===== config.mk =====
export PLATFORM = sky130hd
export DESIGN_NAME = wdrc_top
export DESIGN_NICKNAME = d
export VERILOG_FILES = /design/src/verilog/wdrc_counter.v /design/src/verilog/wdrc_top.v
export VERILOG_INCLUDE_DIRS = /design/src /design/src/verilog
export SDC_FILE = /design/constraint.sdc
export NUM_CORES = 1
export LEC_CHECK = 0
export BUFFER_PORTS_ARGS = -buffer_cell sky130_fd_sc_hd__buf_2
export CAP_MARGIN = 0
export CORE_MARGIN = 3
export CORE_UTILIZATION = 25
export CTS_CLUSTER_SIZE = 12
export DETAILED_ROUTE_END_ITERATION = 6
export GPL_ROUTABILITY_DRIVEN = 0
export HOLD_SLACK_MARGIN = 0.15
export SLEW_MARGIN = 20
export SYNTH_ARGS = -nofsm -noshare
export SYNTH_HDL_FRONTEND = slang
export SYNTH_HIERARCHICAL = 1
export SYNTH_SLANG_ARGS = --single-unit

===== constraint.sdc =====
create_clock -name mclk_i -period 2.7 [get_ports mclk_i]
set_input_delay 0.135 -clock mclk_i [delete_from_list [all_inputs] [get_ports mclk_i]]
set_output_delay 0.135 -clock mclk_i [all_outputs]
set_load 0.03 [all_outputs]

===== src/verilog/wdrc_regs.vh =====
// Register map, field positions, reset values and timing constants of the watchdog reset control block.
// Contract
// RULE1: After a watchdog reset, restart from loader memory if restart_from_loader is set, else application.
// RULE2: watchdog_restart_source is written only inside an open timed-access unlock window.
// RULE3: Power-up sets the power-up flag in bit 6; hardware never clears it.
// RULE4: Watchdog time-out sets wd_timeout_flag in bit 3.
// RULE5: wd_timeout_flag stays set until software clears it.
// RULE6: With wd_reset_enable set, a watchdog reset sets wd_reset_cause_flag in bit 2.
// RULE7: wd_reset_cause_flag is readable; cleared by software write or power-fail reset.
// RULE8: wd_reset_enable in bit 1 allows watchdog resets; clear means no watchdog reset.
// RULE9: Writing 1 to wd_restart in bit 0 restarts the count; hardware then clears it.
// RULE10: External reset clears bits 7,5,3,1 of watchdog_control and keeps bits 6,4,2,0.
// RULE11: Watchdog reset sets wd_reset_cause_flag and leaves the other control bits unchanged.
// RULE12: Power-on reset clears reset-cause flag and reset enable and sets the power-up flag.
// RULE13: Every watchdog_control bit reads at any time without unlocking.
// RULE14: Power-up flag, reset enable, timeout flag and restart bit need the unlock window.
// RULE15: Other watchdog_control bits, the reset-cause flag included, are writable at any time.
// RULE16: Both upper clock_control_reg bits set select the longest interval, a 26-bit count.
// RULE17: Writing AAH then 55H to access_unlock_reg opens a three machine cycle write window.
// RULE18: wd_irq_enable in the extended interrupt enable register gates the time-out interrupt.
// RULE19: Protected writes outside an open window are ignored and keep the old value.
`ifndef WDRC_REGS_VH
`define WDRC_REGS_VH

// Special function register addresses.
`define WDRC_ADDR_CLOCK_CONTROL   8'h8e
`define WDRC_ADDR_ACCESS_UNLOCK   8'hc7
`define WDRC_ADDR_RESTART_SOURCE  8'hd7
`define WDRC_ADDR_WD_CONTROL      8'hd8
`define WDRC_ADDR_EXT_IRQ_ENABLE  8'he8

// Field positions inside watchdog_control.
`define WDRC_BIT_POWER_UP         6
`define WDRC_BIT_TIMEOUT          3
`define WDRC_BIT_RESET_CAUSE      2
`define WDRC_BIT_RESET_ENABLE     1
`define WDRC_BIT_RESTART          0

// Other field positions.
`define WDRC_BIT_LOADER           0
`define WDRC_BIT_IRQ_ENABLE       4
`define WDRC_BIT_INTERVAL_HI      7
`define WDRC_BIT_INTERVAL_LO      6

// Timed-access key bytes and window length in machine cycles.
`define WDRC_UNLOCK_KEY1          8'haa
`define WDRC_UNLOCK_KEY2          8'h55
`define WDRC_UNLOCK_MCYCLES       3

// Interval widths, counter bits, selected by the two upper clock control bits.
`define WDRC_INTERVAL_SEL0        17
`define WDRC_INTERVAL_SEL1        20
`define WDRC_INTERVAL_SEL2        23
`define WDRC_INTERVAL_SEL3        26

// Common reset and read-back constants.
`define WDRC_BYTE_ZERO            8'h00
`define WDRC_SEL_ZERO             2'h0

`endif


===== src/verilog/wdrc_counter.v =====
// Free-running watchdog interval counter with selectable length and time-out pulse.
`timescale 1ns/100ps
`default_nettype none
`include "wdrc_regs.vh"

module wdrc_counter #(
    parameter CNT_W = `WDRC_INTERVAL_SEL3,
    parameter SEL0  = `WDRC_INTERVAL_SEL0,
    parameter SEL1  = `WDRC_INTERVAL_SEL1,
    parameter SEL2  = `WDRC_INTERVAL_SEL2,
    parameter SEL3  = `WDRC_INTERVAL_SEL3
) (
    // Clock and reset.
    input  wire             mclk_i,
    input  wire             rst_n_i,
    // Control.
    input  wire             clear_i,
    input  wire [1:0]       sel_i,
    // Status.
    output reg  [CNT_W-1:0] count_o,
    output reg              timeout_o
);

    // Terminal counts, all ones over the selected width.
    wire [CNT_W-1:0] lim0 = {CNT_W{1'b1}} >> (CNT_W - SEL0);
    wire [CNT_W-1:0] lim1 = {CNT_W{1'b1}} >> (CNT_W - SEL1);
    wire [CNT_W-1:0] lim2 = {CNT_W{1'b1}} >> (CNT_W - SEL2);
    wire [CNT_W-1:0] lim3 = {CNT_W{1'b1}} >> (CNT_W - SEL3);
    reg  [CNT_W-1:0] limit;

    // Pick the terminal count from the interval select.
    always @* begin
        case (sel_i)
            2'h0:    limit = lim0;
            2'h1:    limit = lim1;
            2'h2:    limit = lim2;
            default: limit = lim3; // Both upper bits set give the longest interval. [RULE16]
        endcase
    end

    // Compare with >= so that shrinking the interval mid-count cannot run the counter past its end.
    always @(posedge mclk_i or negedge rst_n_i) begin
        if (!rst_n_i) begin
            count_o   <= {CNT_W{1'b0}};
            timeout_o <= 1'b0;
        end else if (clear_i) begin
            count_o   <= {CNT_W{1'b0}}; // Restart from zero before a time-out. [RULE9]
            timeout_o <= 1'b0;
        end else if (count_o >= limit) begin
            count_o   <= {CNT_W{1'b0}};
            timeout_o <= 1'b1;
        end else begin
            count_o   <= count_o + {{(CNT_W-1){1'b0}}, 1'b1};
            timeout_o <= 1'b0;
        end
    end

endmodule // wdrc_counter
`default_nettype wire


===== src/verilog/wdrc_top.v =====
// Watchdog control, status, timed-access unlock and reset-cause logic on the special function register port.
`timescale 1ns/100ps
`default_nettype none
`include "wdrc_regs.vh"

module wdrc_top #(
    parameter MC_CLKS = 4,                   // Clocks per machine cycle.
    parameter CNT_W   = `WDRC_INTERVAL_SEL3, // Widest interval counter.
    parameter SEL0    = `WDRC_INTERVAL_SEL0,
    parameter SEL1    = `WDRC_INTERVAL_SEL1,
    parameter SEL2    = `WDRC_INTERVAL_SEL2,
    parameter SEL3    = `WDRC_INTERVAL_SEL3
) (
    // Clock and power-on reset.
    input  wire       mclk_i,
    input  wire       rst_n_i,
    // External reset, synchronous, active high.
    input  wire       ext_rst_i,
    // Special function register port.
    input  wire [7:0] sfr_addr_i,
    input  wire       sfr_wr_i,
    input  wire [7:0] sfr_wdata_i,
    output reg  [7:0] sfr_rdata_o,
    // Watchdog outputs.
    output reg        wd_irq_o,
    output reg        wd_reset_o,
    output reg        restart_from_loader_o,
    output reg        unlock_open_o
);

    // Unlock sequencer states, one-hot.
    localparam [2:0] S_IDLE  = 3'b001;
    localparam [2:0] S_ARMED = 3'b010;
    localparam [2:0] S_OPEN  = 3'b100;

    // Window length in clocks, counted down from WIN_CLKS-1.
    localparam integer WIN_CLKS = `WDRC_UNLOCK_MCYCLES * MC_CLKS;
    localparam [7:0]   WIN_LAST = WIN_CLKS[7:0] - 8'h01;

    // Watchdog control bits.
    reg        power_up_flag;
    reg        wd_timeout_flag;
    reg        wd_reset_cause_flag;
    reg        wd_reset_enable;
    reg        wd_restart;
    // Other held bits.
    reg        restart_from_loader;
    reg        wd_irq_enable;
    reg  [1:0] interval_sel;
    // Unlock sequencer.
    reg  [2:0] ta_state;
    reg  [2:0] next_ta_state;
    reg  [7:0] win_cnt;
    reg  [7:0] next_win_cnt;

    // Counter status.
    wire [CNT_W-1:0] wd_count;
    wire             wd_timeout;

    // Decoded writes.
    wire wr_ta   = sfr_wr_i && (sfr_addr_i == `WDRC_ADDR_ACCESS_UNLOCK);
    wire wr_ctl  = sfr_wr_i && (sfr_addr_i == `WDRC_ADDR_WD_CONTROL);
    wire wr_src  = sfr_wr_i && (sfr_addr_i == `WDRC_ADDR_RESTART_SOURCE);
    wire wr_ck   = sfr_wr_i && (sfr_addr_i == `WDRC_ADDR_CLOCK_CONTROL);
    wire wr_eie  = sfr_wr_i && (sfr_addr_i == `WDRC_ADDR_EXT_IRQ_ENABLE);
    wire unlock  = (ta_state == S_OPEN);
    // Protected writes only land inside the window, otherwise they are dropped. [RULE14] [RULE19]
    wire wr_ctl_prot = wr_ctl && unlock;
    // A time-out with the reset enable set is a watchdog reset; without it none occurs. [RULE8]
    wire wd_fire = wd_timeout && wd_reset_enable;

    // Interval counter; restart bit and external reset both bring it back to zero.
    wdrc_counter #(
        .CNT_W (CNT_W),
        .SEL0  (SEL0),
        .SEL1  (SEL1),
        .SEL2  (SEL2),
        .SEL3  (SEL3)
    ) wdrc_counter_i (
        .mclk_i    (mclk_i),
        .rst_n_i   (rst_n_i),
        .clear_i   (wd_restart | ext_rst_i), // [RULE9]
        .sel_i     (interval_sel),
        .count_o   (wd_count),
        .timeout_o (wd_timeout)
    );

    // Unlock sequencer: AAH arms, 55H as the very next write opens the window. [RULE17]
    always @* begin
        next_ta_state = ta_state;
        next_win_cnt  = win_cnt;
        case (ta_state)
            S_IDLE: begin
                if (wr_ta && sfr_wdata_i == `WDRC_UNLOCK_KEY1)
                    next_ta_state = S_ARMED;
            end
            S_ARMED: begin
                // Any write between the two keys other than a repeated AAH to the unlock register breaks the sequence. [RULE17]
                if (wr_ta && sfr_wdata_i == `WDRC_UNLOCK_KEY2) begin
                    next_ta_state = S_OPEN;
                    next_win_cnt  = WIN_LAST;
                end else if (wr_ta && sfr_wdata_i == `WDRC_UNLOCK_KEY1) begin
                    next_ta_state = S_ARMED;
                end else if (sfr_wr_i) begin
                    next_ta_state = S_IDLE;
                end
            end
            S_OPEN: begin
                // Window closes after three machine cycles whatever is written meanwhile. [RULE17]
                if (win_cnt == `WDRC_BYTE_ZERO)
                    next_ta_state = S_IDLE;
                else
                    next_win_cnt = win_cnt - 8'h01;
            end
            default: begin
                next_ta_state = S_IDLE;
                next_win_cnt  = `WDRC_BYTE_ZERO;
            end
        endcase
    end

    // Sequencer registers; an external reset also shuts any window.
    always @(posedge mclk_i or negedge rst_n_i) begin
        if (!rst_n_i) begin
            ta_state <= S_IDLE;
            win_cnt  <= `WDRC_BYTE_ZERO;
        end else if (ext_rst_i) begin
            ta_state <= S_IDLE;
            win_cnt  <= `WDRC_BYTE_ZERO;
        end else begin
            ta_state <= next_ta_state;
            win_cnt  <= next_win_cnt;
        end
    end

    // Watchdog control register. Power-on reset is the asynchronous reset. [RULE12]
    always @(posedge mclk_i or negedge rst_n_i) begin
        if (!rst_n_i) begin
            power_up_flag       <= 1'b1; // [RULE3] [RULE12]
            wd_timeout_flag     <= 1'b0;
            wd_reset_cause_flag <= 1'b0; // Power-fail reset clears the cause. [RULE7] [RULE12]
            wd_reset_enable     <= 1'b0; // [RULE12]
            wd_restart          <= 1'b0;
        end else if (ext_rst_i) begin
            // Bits 6, 4, 2, 0 keep their values; 7, 5, 3, 1 go to zero. [RULE10]
            wd_timeout_flag <= 1'b0;
            wd_reset_enable <= 1'b0;
        end else begin
            // Power-up flag changes only by an unlocked write; hardware never clears it. [RULE3]
            if (wr_ctl_prot)
                power_up_flag <= sfr_wdata_i[`WDRC_BIT_POWER_UP];
            if (wr_ctl_prot)
                wd_reset_enable <= sfr_wdata_i[`WDRC_BIT_RESET_ENABLE]; // [RULE8] [RULE14]
            // Time-out sets the flag and wins over a clearing write in the same cycle. [RULE4] [RULE5]
            if (wd_timeout)
                wd_timeout_flag <= 1'b1;
            else if (wr_ctl_prot)
                wd_timeout_flag <= sfr_wdata_i[`WDRC_BIT_TIMEOUT];
            // Reset cause is set by a watchdog reset only, writable without unlock. [RULE6] [RULE11] [RULE15]
            if (wd_fire)
                wd_reset_cause_flag <= 1'b1;
            else if (wr_ctl)
                wd_reset_cause_flag <= sfr_wdata_i[`WDRC_BIT_RESET_CAUSE]; // [RULE7]
            // Restart bit lives for one clock, then hardware clears it. [RULE9]
            if (wd_restart)
                wd_restart <= 1'b0;
            else if (wr_ctl_prot)
                wd_restart <= sfr_wdata_i[`WDRC_BIT_RESTART];
        end
    end

    // Restart source, interval select and interrupt enable.
    always @(posedge mclk_i or negedge rst_n_i) begin
        if (!rst_n_i) begin
            restart_from_loader <= 1'b0;
            interval_sel        <= `WDRC_SEL_ZERO;
            wd_irq_enable       <= 1'b0;
        end else if (ext_rst_i) begin
            restart_from_loader <= 1'b0;
            interval_sel        <= `WDRC_SEL_ZERO;
            wd_irq_enable       <= 1'b0;
        end else begin
            // Whole register is protected by the unlock window. [RULE2] [RULE19]
            if (wr_src && unlock)
                restart_from_loader <= sfr_wdata_i[`WDRC_BIT_LOADER];
            if (wr_ck)
                interval_sel <= sfr_wdata_i[`WDRC_BIT_INTERVAL_HI:`WDRC_BIT_INTERVAL_LO]; // [RULE16]
            if (wr_eie)
                wd_irq_enable <= sfr_wdata_i[`WDRC_BIT_IRQ_ENABLE];
        end
    end

    // Output flops. The boot selection is captured at the watchdog reset itself, so a later
    // change of the restart source cannot redirect a restart already under way.
    always @(posedge mclk_i or negedge rst_n_i) begin
        if (!rst_n_i) begin
            wd_irq_o              <= 1'b0;
            wd_reset_o            <= 1'b0;
            restart_from_loader_o <= 1'b0;
            unlock_open_o         <= 1'b0;
        end else begin
            // Interrupt request follows the sticky flag only while enabled. [RULE18]
            wd_irq_o      <= wd_timeout_flag && wd_irq_enable && !ext_rst_i;
            wd_reset_o    <= wd_fire && !ext_rst_i; // [RULE8]
            unlock_open_o <= (next_ta_state == S_OPEN) && !ext_rst_i;
            if (ext_rst_i)
                restart_from_loader_o <= 1'b0;
            else if (wd_fire)
                restart_from_loader_o <= restart_from_loader; // [RULE1]
        end
    end

    // Read mux, registered; all bits read freely, reserved bits and unmapped addresses read zero. [RULE13]
    always @(posedge mclk_i or negedge rst_n_i) begin
        if (!rst_n_i) begin
            sfr_rdata_o <= `WDRC_BYTE_ZERO;
        end else begin
            sfr_rdata_o <= `WDRC_BYTE_ZERO;
            case (sfr_addr_i)
                `WDRC_ADDR_WD_CONTROL: begin
                    sfr_rdata_o[`WDRC_BIT_POWER_UP]     <= power_up_flag;
                    sfr_rdata_o[`WDRC_BIT_TIMEOUT]      <= wd_timeout_flag;
                    sfr_rdata_o[`WDRC_BIT_RESET_CAUSE]  <= wd_reset_cause_flag; // [RULE7]
                    sfr_rdata_o[`WDRC_BIT_RESET_ENABLE] <= wd_reset_enable;
                    sfr_rdata_o[`WDRC_BIT_RESTART]      <= wd_restart;
                end
                `WDRC_ADDR_RESTART_SOURCE:
                    sfr_rdata_o[`WDRC_BIT_LOADER] <= restart_from_loader;
                `WDRC_ADDR_CLOCK_CONTROL:
                    sfr_rdata_o[`WDRC_BIT_INTERVAL_HI:`WDRC_BIT_INTERVAL_LO] <= interval_sel;
                `WDRC_ADDR_EXT_IRQ_ENABLE:
                    sfr_rdata_o[`WDRC_BIT_IRQ_ENABLE] <= wd_irq_enable;
                default:
                    sfr_rdata_o <= `WDRC_BYTE_ZERO;
            endcase
        end
    end

endmodule // wdrc_top
`default_nettype wire


* Word level (Yosys, flattened, before mapping) *
Index checks and enable logic that the tools add are counted.

word-level totals
  flip-flop bits (word level) = 58
  word-level logic and storage cells = 103

operators by class
  $add $sub $neg = 2
  $lt $le $gt $ge = 1
  equal/unequal tests = 16
  multiplexer cells = 38
  bitwise gates (word level) = 2
  reduce and logical (&&, ||, !) cells = 27

operators by type and width
  kind                                              count
  case mux 26 bit (3 select lines)                  1
  two-way mux 26 bit                                2
  == test 8 bit, second input constant              6
  adder 26 x 1 -> 26 bit, second input constant     1
  >= comparator 26 bit                              1
  two-way mux 8 bit                                 3
  case mux 8 bit (3 select lines)                   1
  two-way mux 3 bit                                 7
  two-way mux 1 bit                                 19
  logical AND 1 bit                                 14
  nonzero test 2 bit                                6
  case mux 3 bit (3 select lines)                   1
  == test 8 x 7 -> 1 bit, second input constant     1
  logical NOT 8 bit                                 1
  subtractor 8 x 1 -> 8 bit, second input constant  1
  == test 3 bit, second input constant              2
  != test 3 bit, second input constant              2
  two-way mux 2 bit                                 2
  case mux 1 bit (2 select lines)                   2
  AND reduction 2 bit                               2
  == test 3 x 1 -> 1 bit, second input constant     1
  == test 3 x 2 -> 1 bit, second input constant     1
  AND reduction 3 bit                               1
  nonzero test 3 bit                                1
  7 further kinds                                   7

* Longest topological paths before layout *
  word-level depth = 8
  mapped depth = 8

* Hierarchy *
Netlist, hierarchy kept.

by module, submodules not included
  module        instances  cells each  area an instance (sq um)
  wdrc_top      1          176         1,684.1
  wdrc_counter  1          171         1,546.5

* Least setup slack after synthesis *
No wires, ideal clock.

  path type = reg-to-reg
  start = register interval_sel[1]
  end = register wdrc_counter_i.count_o[13]
  library setup time = 119 ps
  arrival = 1,896 ps
  data required time = 2,581 ps
  path slack = 685 ps
  cell stages (with the launch flop) = 9
  path buffers = 1
  path through = dfrtp_1 nand2_1 ha_1 nand3_1 or4_4 nand4bb_2 a31o_4 buf_6 nor2_1

on the way
  longest elaborated chain between the ends = 5
  elaborated cells on any way between the ends = 7
  classes of those cells = order compare: 1; eq/ne: 2; mux: 3; reduce/logical: 1

ends and longest elaborated chain
  what                                   RTL line           text
  start, declared                        wdrc_top.v:49      reg [1:0] interval_sel;
  start signal, assigned                 wdrc_top.v:176     interval_sel <= `WDRC_SEL_ZERO;
  start signal, assigned                 wdrc_top.v:180     interval_sel <= `WDRC_SEL_ZERO;
  start signal, assigned                 wdrc_top.v:187     interval_sel <= sfr_wdata_i[`WDRC_BIT_INTERVAL_HI:`WDRC_BIT_INTERVAL_LO];
  == test 2 bit (tied with other cells)  wdrc_counter.v:33  case (sel_i)
  case mux 26 bit (3 select lines) (*)   wdrc_counter.v:33
  >= comparator 26 bit (*)               wdrc_counter.v:49  end else if (count_o >= limit) begin
  two-way mux 26 bit (*)                 wdrc_counter.v:49
  two-way mux 26 bit (*)                 wdrc_counter.v:46  end else if (clear_i) begin
  end signal, assigned                   wdrc_counter.v:47  count_o <= {CNT_W{1'b0}};
  end signal, assigned                   wdrc_counter.v:50  count_o <= {CNT_W{1'b0}};
  end signal, assigned                   wdrc_counter.v:53  count_o <= count_o + {{(CNT_W-1){1'b0}}, 1'b1};
  end, declared                          wdrc_counter.v:20  output reg [CNT_W-1:0] count_o,

Every way passes the cells marked *; elsewhere a longest branch is shown, timed or not.
A chain may end at the register's enable or synchronous reset.

* Final worst setup path *
  start = register win_cnt[0]
  end = register win_cnt[1]

on the way
  longest elaborated chain between the ends = 4
  elaborated cells on any way between the ends = 7
  classes of those cells = add/sub: 1; eq/ne: 1; mux: 3; reduce/logical: 2

ends and longest elaborated chain
  what                             RTL line        text
  start, declared                  wdrc_top.v:53   reg [7:0] win_cnt;
  start signal, assigned           wdrc_top.v:126  win_cnt <= `WDRC_BYTE_ZERO;
  start signal, assigned           wdrc_top.v:129  win_cnt <= `WDRC_BYTE_ZERO;
  start signal, assigned           wdrc_top.v:132  win_cnt <= next_win_cnt;
  subtractor 8 x 1 -> 8 bit        wdrc_top.v:113  next_win_cnt = win_cnt - 8'h01;
  two-way mux 8 bit                wdrc_top.v:110  if (win_cnt == `WDRC_BYTE_ZERO)
  case mux 8 bit (3 select lines)  wdrc_top.v:92   case (ta_state)
  two-way mux 8 bit                wdrc_top.v:127  end else if (ext_rst_i) begin

Parallel ways exist; a longest one is shown, timed or not. The select of a mux whose other input is x is not followed.

==> flow_summary.json <==
{
  "wl_um": 7320,
  "cts_made_buffers": 9,
  "final_hold_viol_count": 0,
  "die_area_mm2": 0.0143,
  "grt_max_degree": 59,
  "crit_family": "simple AND/OR/NAND/NOR gates",
  "synth_cell_types": 66,
  "synth.most_common_cell": "dfrtp_1",
  "areaGrowthSynthToFinish_pct": 22.0,
  "async_reset_ff_share_pct": 100,
  "wl_met3_um": 389,
  "synth_area_leaders": "dfrtp_1, nor2_1, nand3_1",
  "initial_core_util_pct": 26.2,
  "hp-class": "primary input to register",
  "drive_gt1_share_pct": 17.6,
  "syn_inst": 347,
  "hpwl_um": 5160,
  "crit_required_ns": 2.93,
  "post_drt_via_cell_ratio": 4.83,
  "grt_pass1_wl_um": 12600,
  "min_period_ns": 2.24,
  "setup_viol": 0,
  "drt-met1-wl_um": 3410,
  "drv_slew": 0,
  "ys_seq_area_share_pct": 45.0,
  "cts.clk_slew.worst_paths_ns": 0.05,
  "crit_cells": 7,
  "timing.rr.end": "win_cnt[1]",
  "reg2reg_depth": 7,
  "hp-start": "sfr_wr_i",
  "synth_top_area_cell": "dfrtp_1",
  "ir_drop_uv": 241,
  "synth_area_mm2": 0.00323,
  "die_h_um": 120,
  "max_slew_margin_pct": 50.3,
  "fin_crit_sh_pct": 82.8,
  "ios": 32,
  "synth_top_area_share_pct": 43.4,
  "fp.dieW_um": 120,
  "drv_cap": 0,
  "setup-tns-final_ns": 0,
  "synth-seq-cells": 58,
  "grt_pass1_vias": 2655,
  "drcViolationCount": 0,
  "tightest_slew_ns": 0.745,
  "critical_path.slowest_cell": "nor3b_1",
  "clock_skew_ns": 0.00634,
  "nFillCells": 1308,
  "arrival_ns": 2.47,
  "crit_buf_inv": 1,
  "synth_nets": 372,
  "dr_wl_met2_um": 3400,
  "portBuffers": 30,
  "rsz0062_at_grt": "false",
  "grt_overflow": 0,
  "finalNetCount": 413,
  "antenna_cells": 0,
  "clock_latency_ns": 0.33,
  "startpoint_type": "register",
  "power.leakage_nw": 1.68,
  "cellPowerDensity_mw_per_mm2": 618,
  "critPathMaxFanout": 6,
  "drtIter0Drc": 195,
  "topRoutingLayerUsed": "met4",
  "yosys-top-cells-count": "dfrtp_1, nor2_1, nand3_1, nand2_1, nor3_1",
  "synth-edff-count": 0,
  "via_count": 2710,
  "wire_per_inst_um": 13.1,
  "crit_type": "register to register",
  "max_stage_delay_ns": 0.57,
  "drtPass1Iterations": 4,
  "fp-row-count": 40,
  "yosys_warnings": 6,
  "postRouteAntennaNets": 0,
  "h-tree-depth": 3,
  "status": "finished, final reports clean",
  "fin_ws_ns": 0.464,
  "whs_path_depth": 3,
  "path_cells": "inv_1, ha_1, nor3b_1, a31oi_1, nor3_2, nor2_1, o22ai_1",
  "avgSynthCellArea_um2": 9.31,
  "min_to": "interval_sel[0]",
  "cts_sinks": 58,
  "dp_slack_ns": 0.479,
  "cts_tree": "yes",
  "core_area_mm2": 0.0123,
  "antenna_found_initial": 0,
  "clk_root_buffer_cell": "clkbuf_16",
  "dominantRegCellSynth": "dfrtp_1",
  "cp-end-kind": "register",
  "track_usage_pct": 10.8,
  "max_freq_mhz": 447,
  "clockBufferDepth": 2,
  "r2r_start": "win_cnt[0]",
  "reg2reg_slack_ns": 0.46
}
-- cell families after synthesis --
group                    synth area share [%]
adder cells (fa/ha/maj)                  1.94
flip-flops                               45.0
buffers and inverters                    4.03
AO/OA/AOI/OAI                            11.3
other                                   0.116
XOR/XNOR                                 5.96
AND/OR/NAND/NOR                          30.1
multiplexers                             1.59
-- routing by layer --
layer / up-vias / global-route usage [%]
li1: 1326 / -
met1: 1298 / 14.0
met2: 71 / 16.9
met3: 15 / 3.39
met4: 0 / 3.87
met5: - / 0
-- cell usage in the layout, fill, tap and decap left out, types with 6 or more instances in the layout --
| cell type | netlist | layout |
|---|---|---|
| dlygate4sd3_1 | 0 | 9 |
| nand3_1 | 25 | 25 |
| xnor2_1 | 13 | 13 |
| nand4_1 | 8 | 8 |
| nand2_1 | 24 | 24 |
| o21ai_0 | 14 | 14 |
| inv_1 | 11 | 11 |
| nor2_1 | 46 | 46 |
| nor4_1 | 6 | 6 |
| a21oi_1 | 15 | 15 |
| xor2_1 | 9 | 9 |
| clkbuf_16 | 0 | 9 |
| buf_2 | 2 | 30 |
| dfrtp_1 | 56 | 56 |
| nor3_1 | 18 | 18 |
-- sequential cells by signal (all words and copies together) (netlist names) --
name	cells
wd_irq_o	1
wdrc_counter_i/count_o	26
restart_from_loader	1
win_cnt	8
wd_irq_enable	1
wd_reset_enable	1
interval_sel	2
wd_restart	1
wd_reset_o	1
power_up_flag	1
restart_from_loader_o	1
sfr_rdata_o	7
ta_state	3
wdrc_counter_i/timeout_o	1
wd_timeout_flag	1
unlock_open_o	1
wd_reset_cause_flag	1
-- what timing repair did --
item / CTS / global route
buffers inserted: 0 / 0
resized for setup: 0 / 0
endpoints found under the hold margin: 66 / 0
hold buffers: 9 / 0
-- through the flow --
stage / hold slack [ns] / power (W) / utilization (%) / instances / instance area (µm²)
2_1_floorplan: -0.161 / 0.00112 / - / 347 / 3230
4_1_cts: 0.157 / 0.00246 / 32.0 / 561 / 3940
6_report: 0.161 / 0.00243 / 32.0 / 561 / 3940
3_5_place_dp: 0.339 / 0.00123 / 28.7 / 536 / 3530
5_1_grt: 0.181 / 0.00254 / 32.0 / 561 / 3940
3_3_place_gp: 0.338 / 0.00122 / 28.7 / 536 / 3530
-- where the power goes --
group          internal, W  switching [W]  total [W]  leakage (nW)
Clock             0.000805       0.000407    0.00121         0.151
Sequential        0.000899      0.0000281   0.000927         0.797
Combinational     0.000115       0.000181   0.000295         0.729
Total              0.00182       0.000616    0.00243          1.68
-- worst max-delay path by stage --
stage / from / end / slack (ns)
final: win_cnt[0] / win_cnt[1] / 0.46
after detailed placement: interval_sel[1] / wdrc_counter_i/count_o[15] / 0.48
after floorplan: interval_sel[1] / wdrc_counter_i/count_o[13] / 0.69
after global placement: interval_sel[0] / wdrc_counter_i/count_o[24] / 0.57
after global routing: win_cnt[0] / win_cnt[1] / 0.30
after CTS: interval_sel[1] / wdrc_counter_i/count_o[15] / 0.46
-- cell type report --
class	instances	area, µm²	share of cell area (%)
Sequential cell	58	1450	36.9
Multi-Input combinational cell	265	1650	41.8
Clock inverter	7	93.8	2.38
Timing Repair Buffer	43	270	6.86
Clock buffer	9	225	5.71
Tap cell	168	210	5.33
Inverter	11	41.3	1.05
-- worst register-to-register path, cell delays in order, from the launching register on --
cell and delay (ns):
dfrtp_1 0.42, inv_1 0.08, ha_1 0.18, nor3b_1 0.57
a31oi_1 0.26, nor3_2 0.34, nor2_1 0.10, o22ai_1 0.20
(Power assumes the default switching activity.)
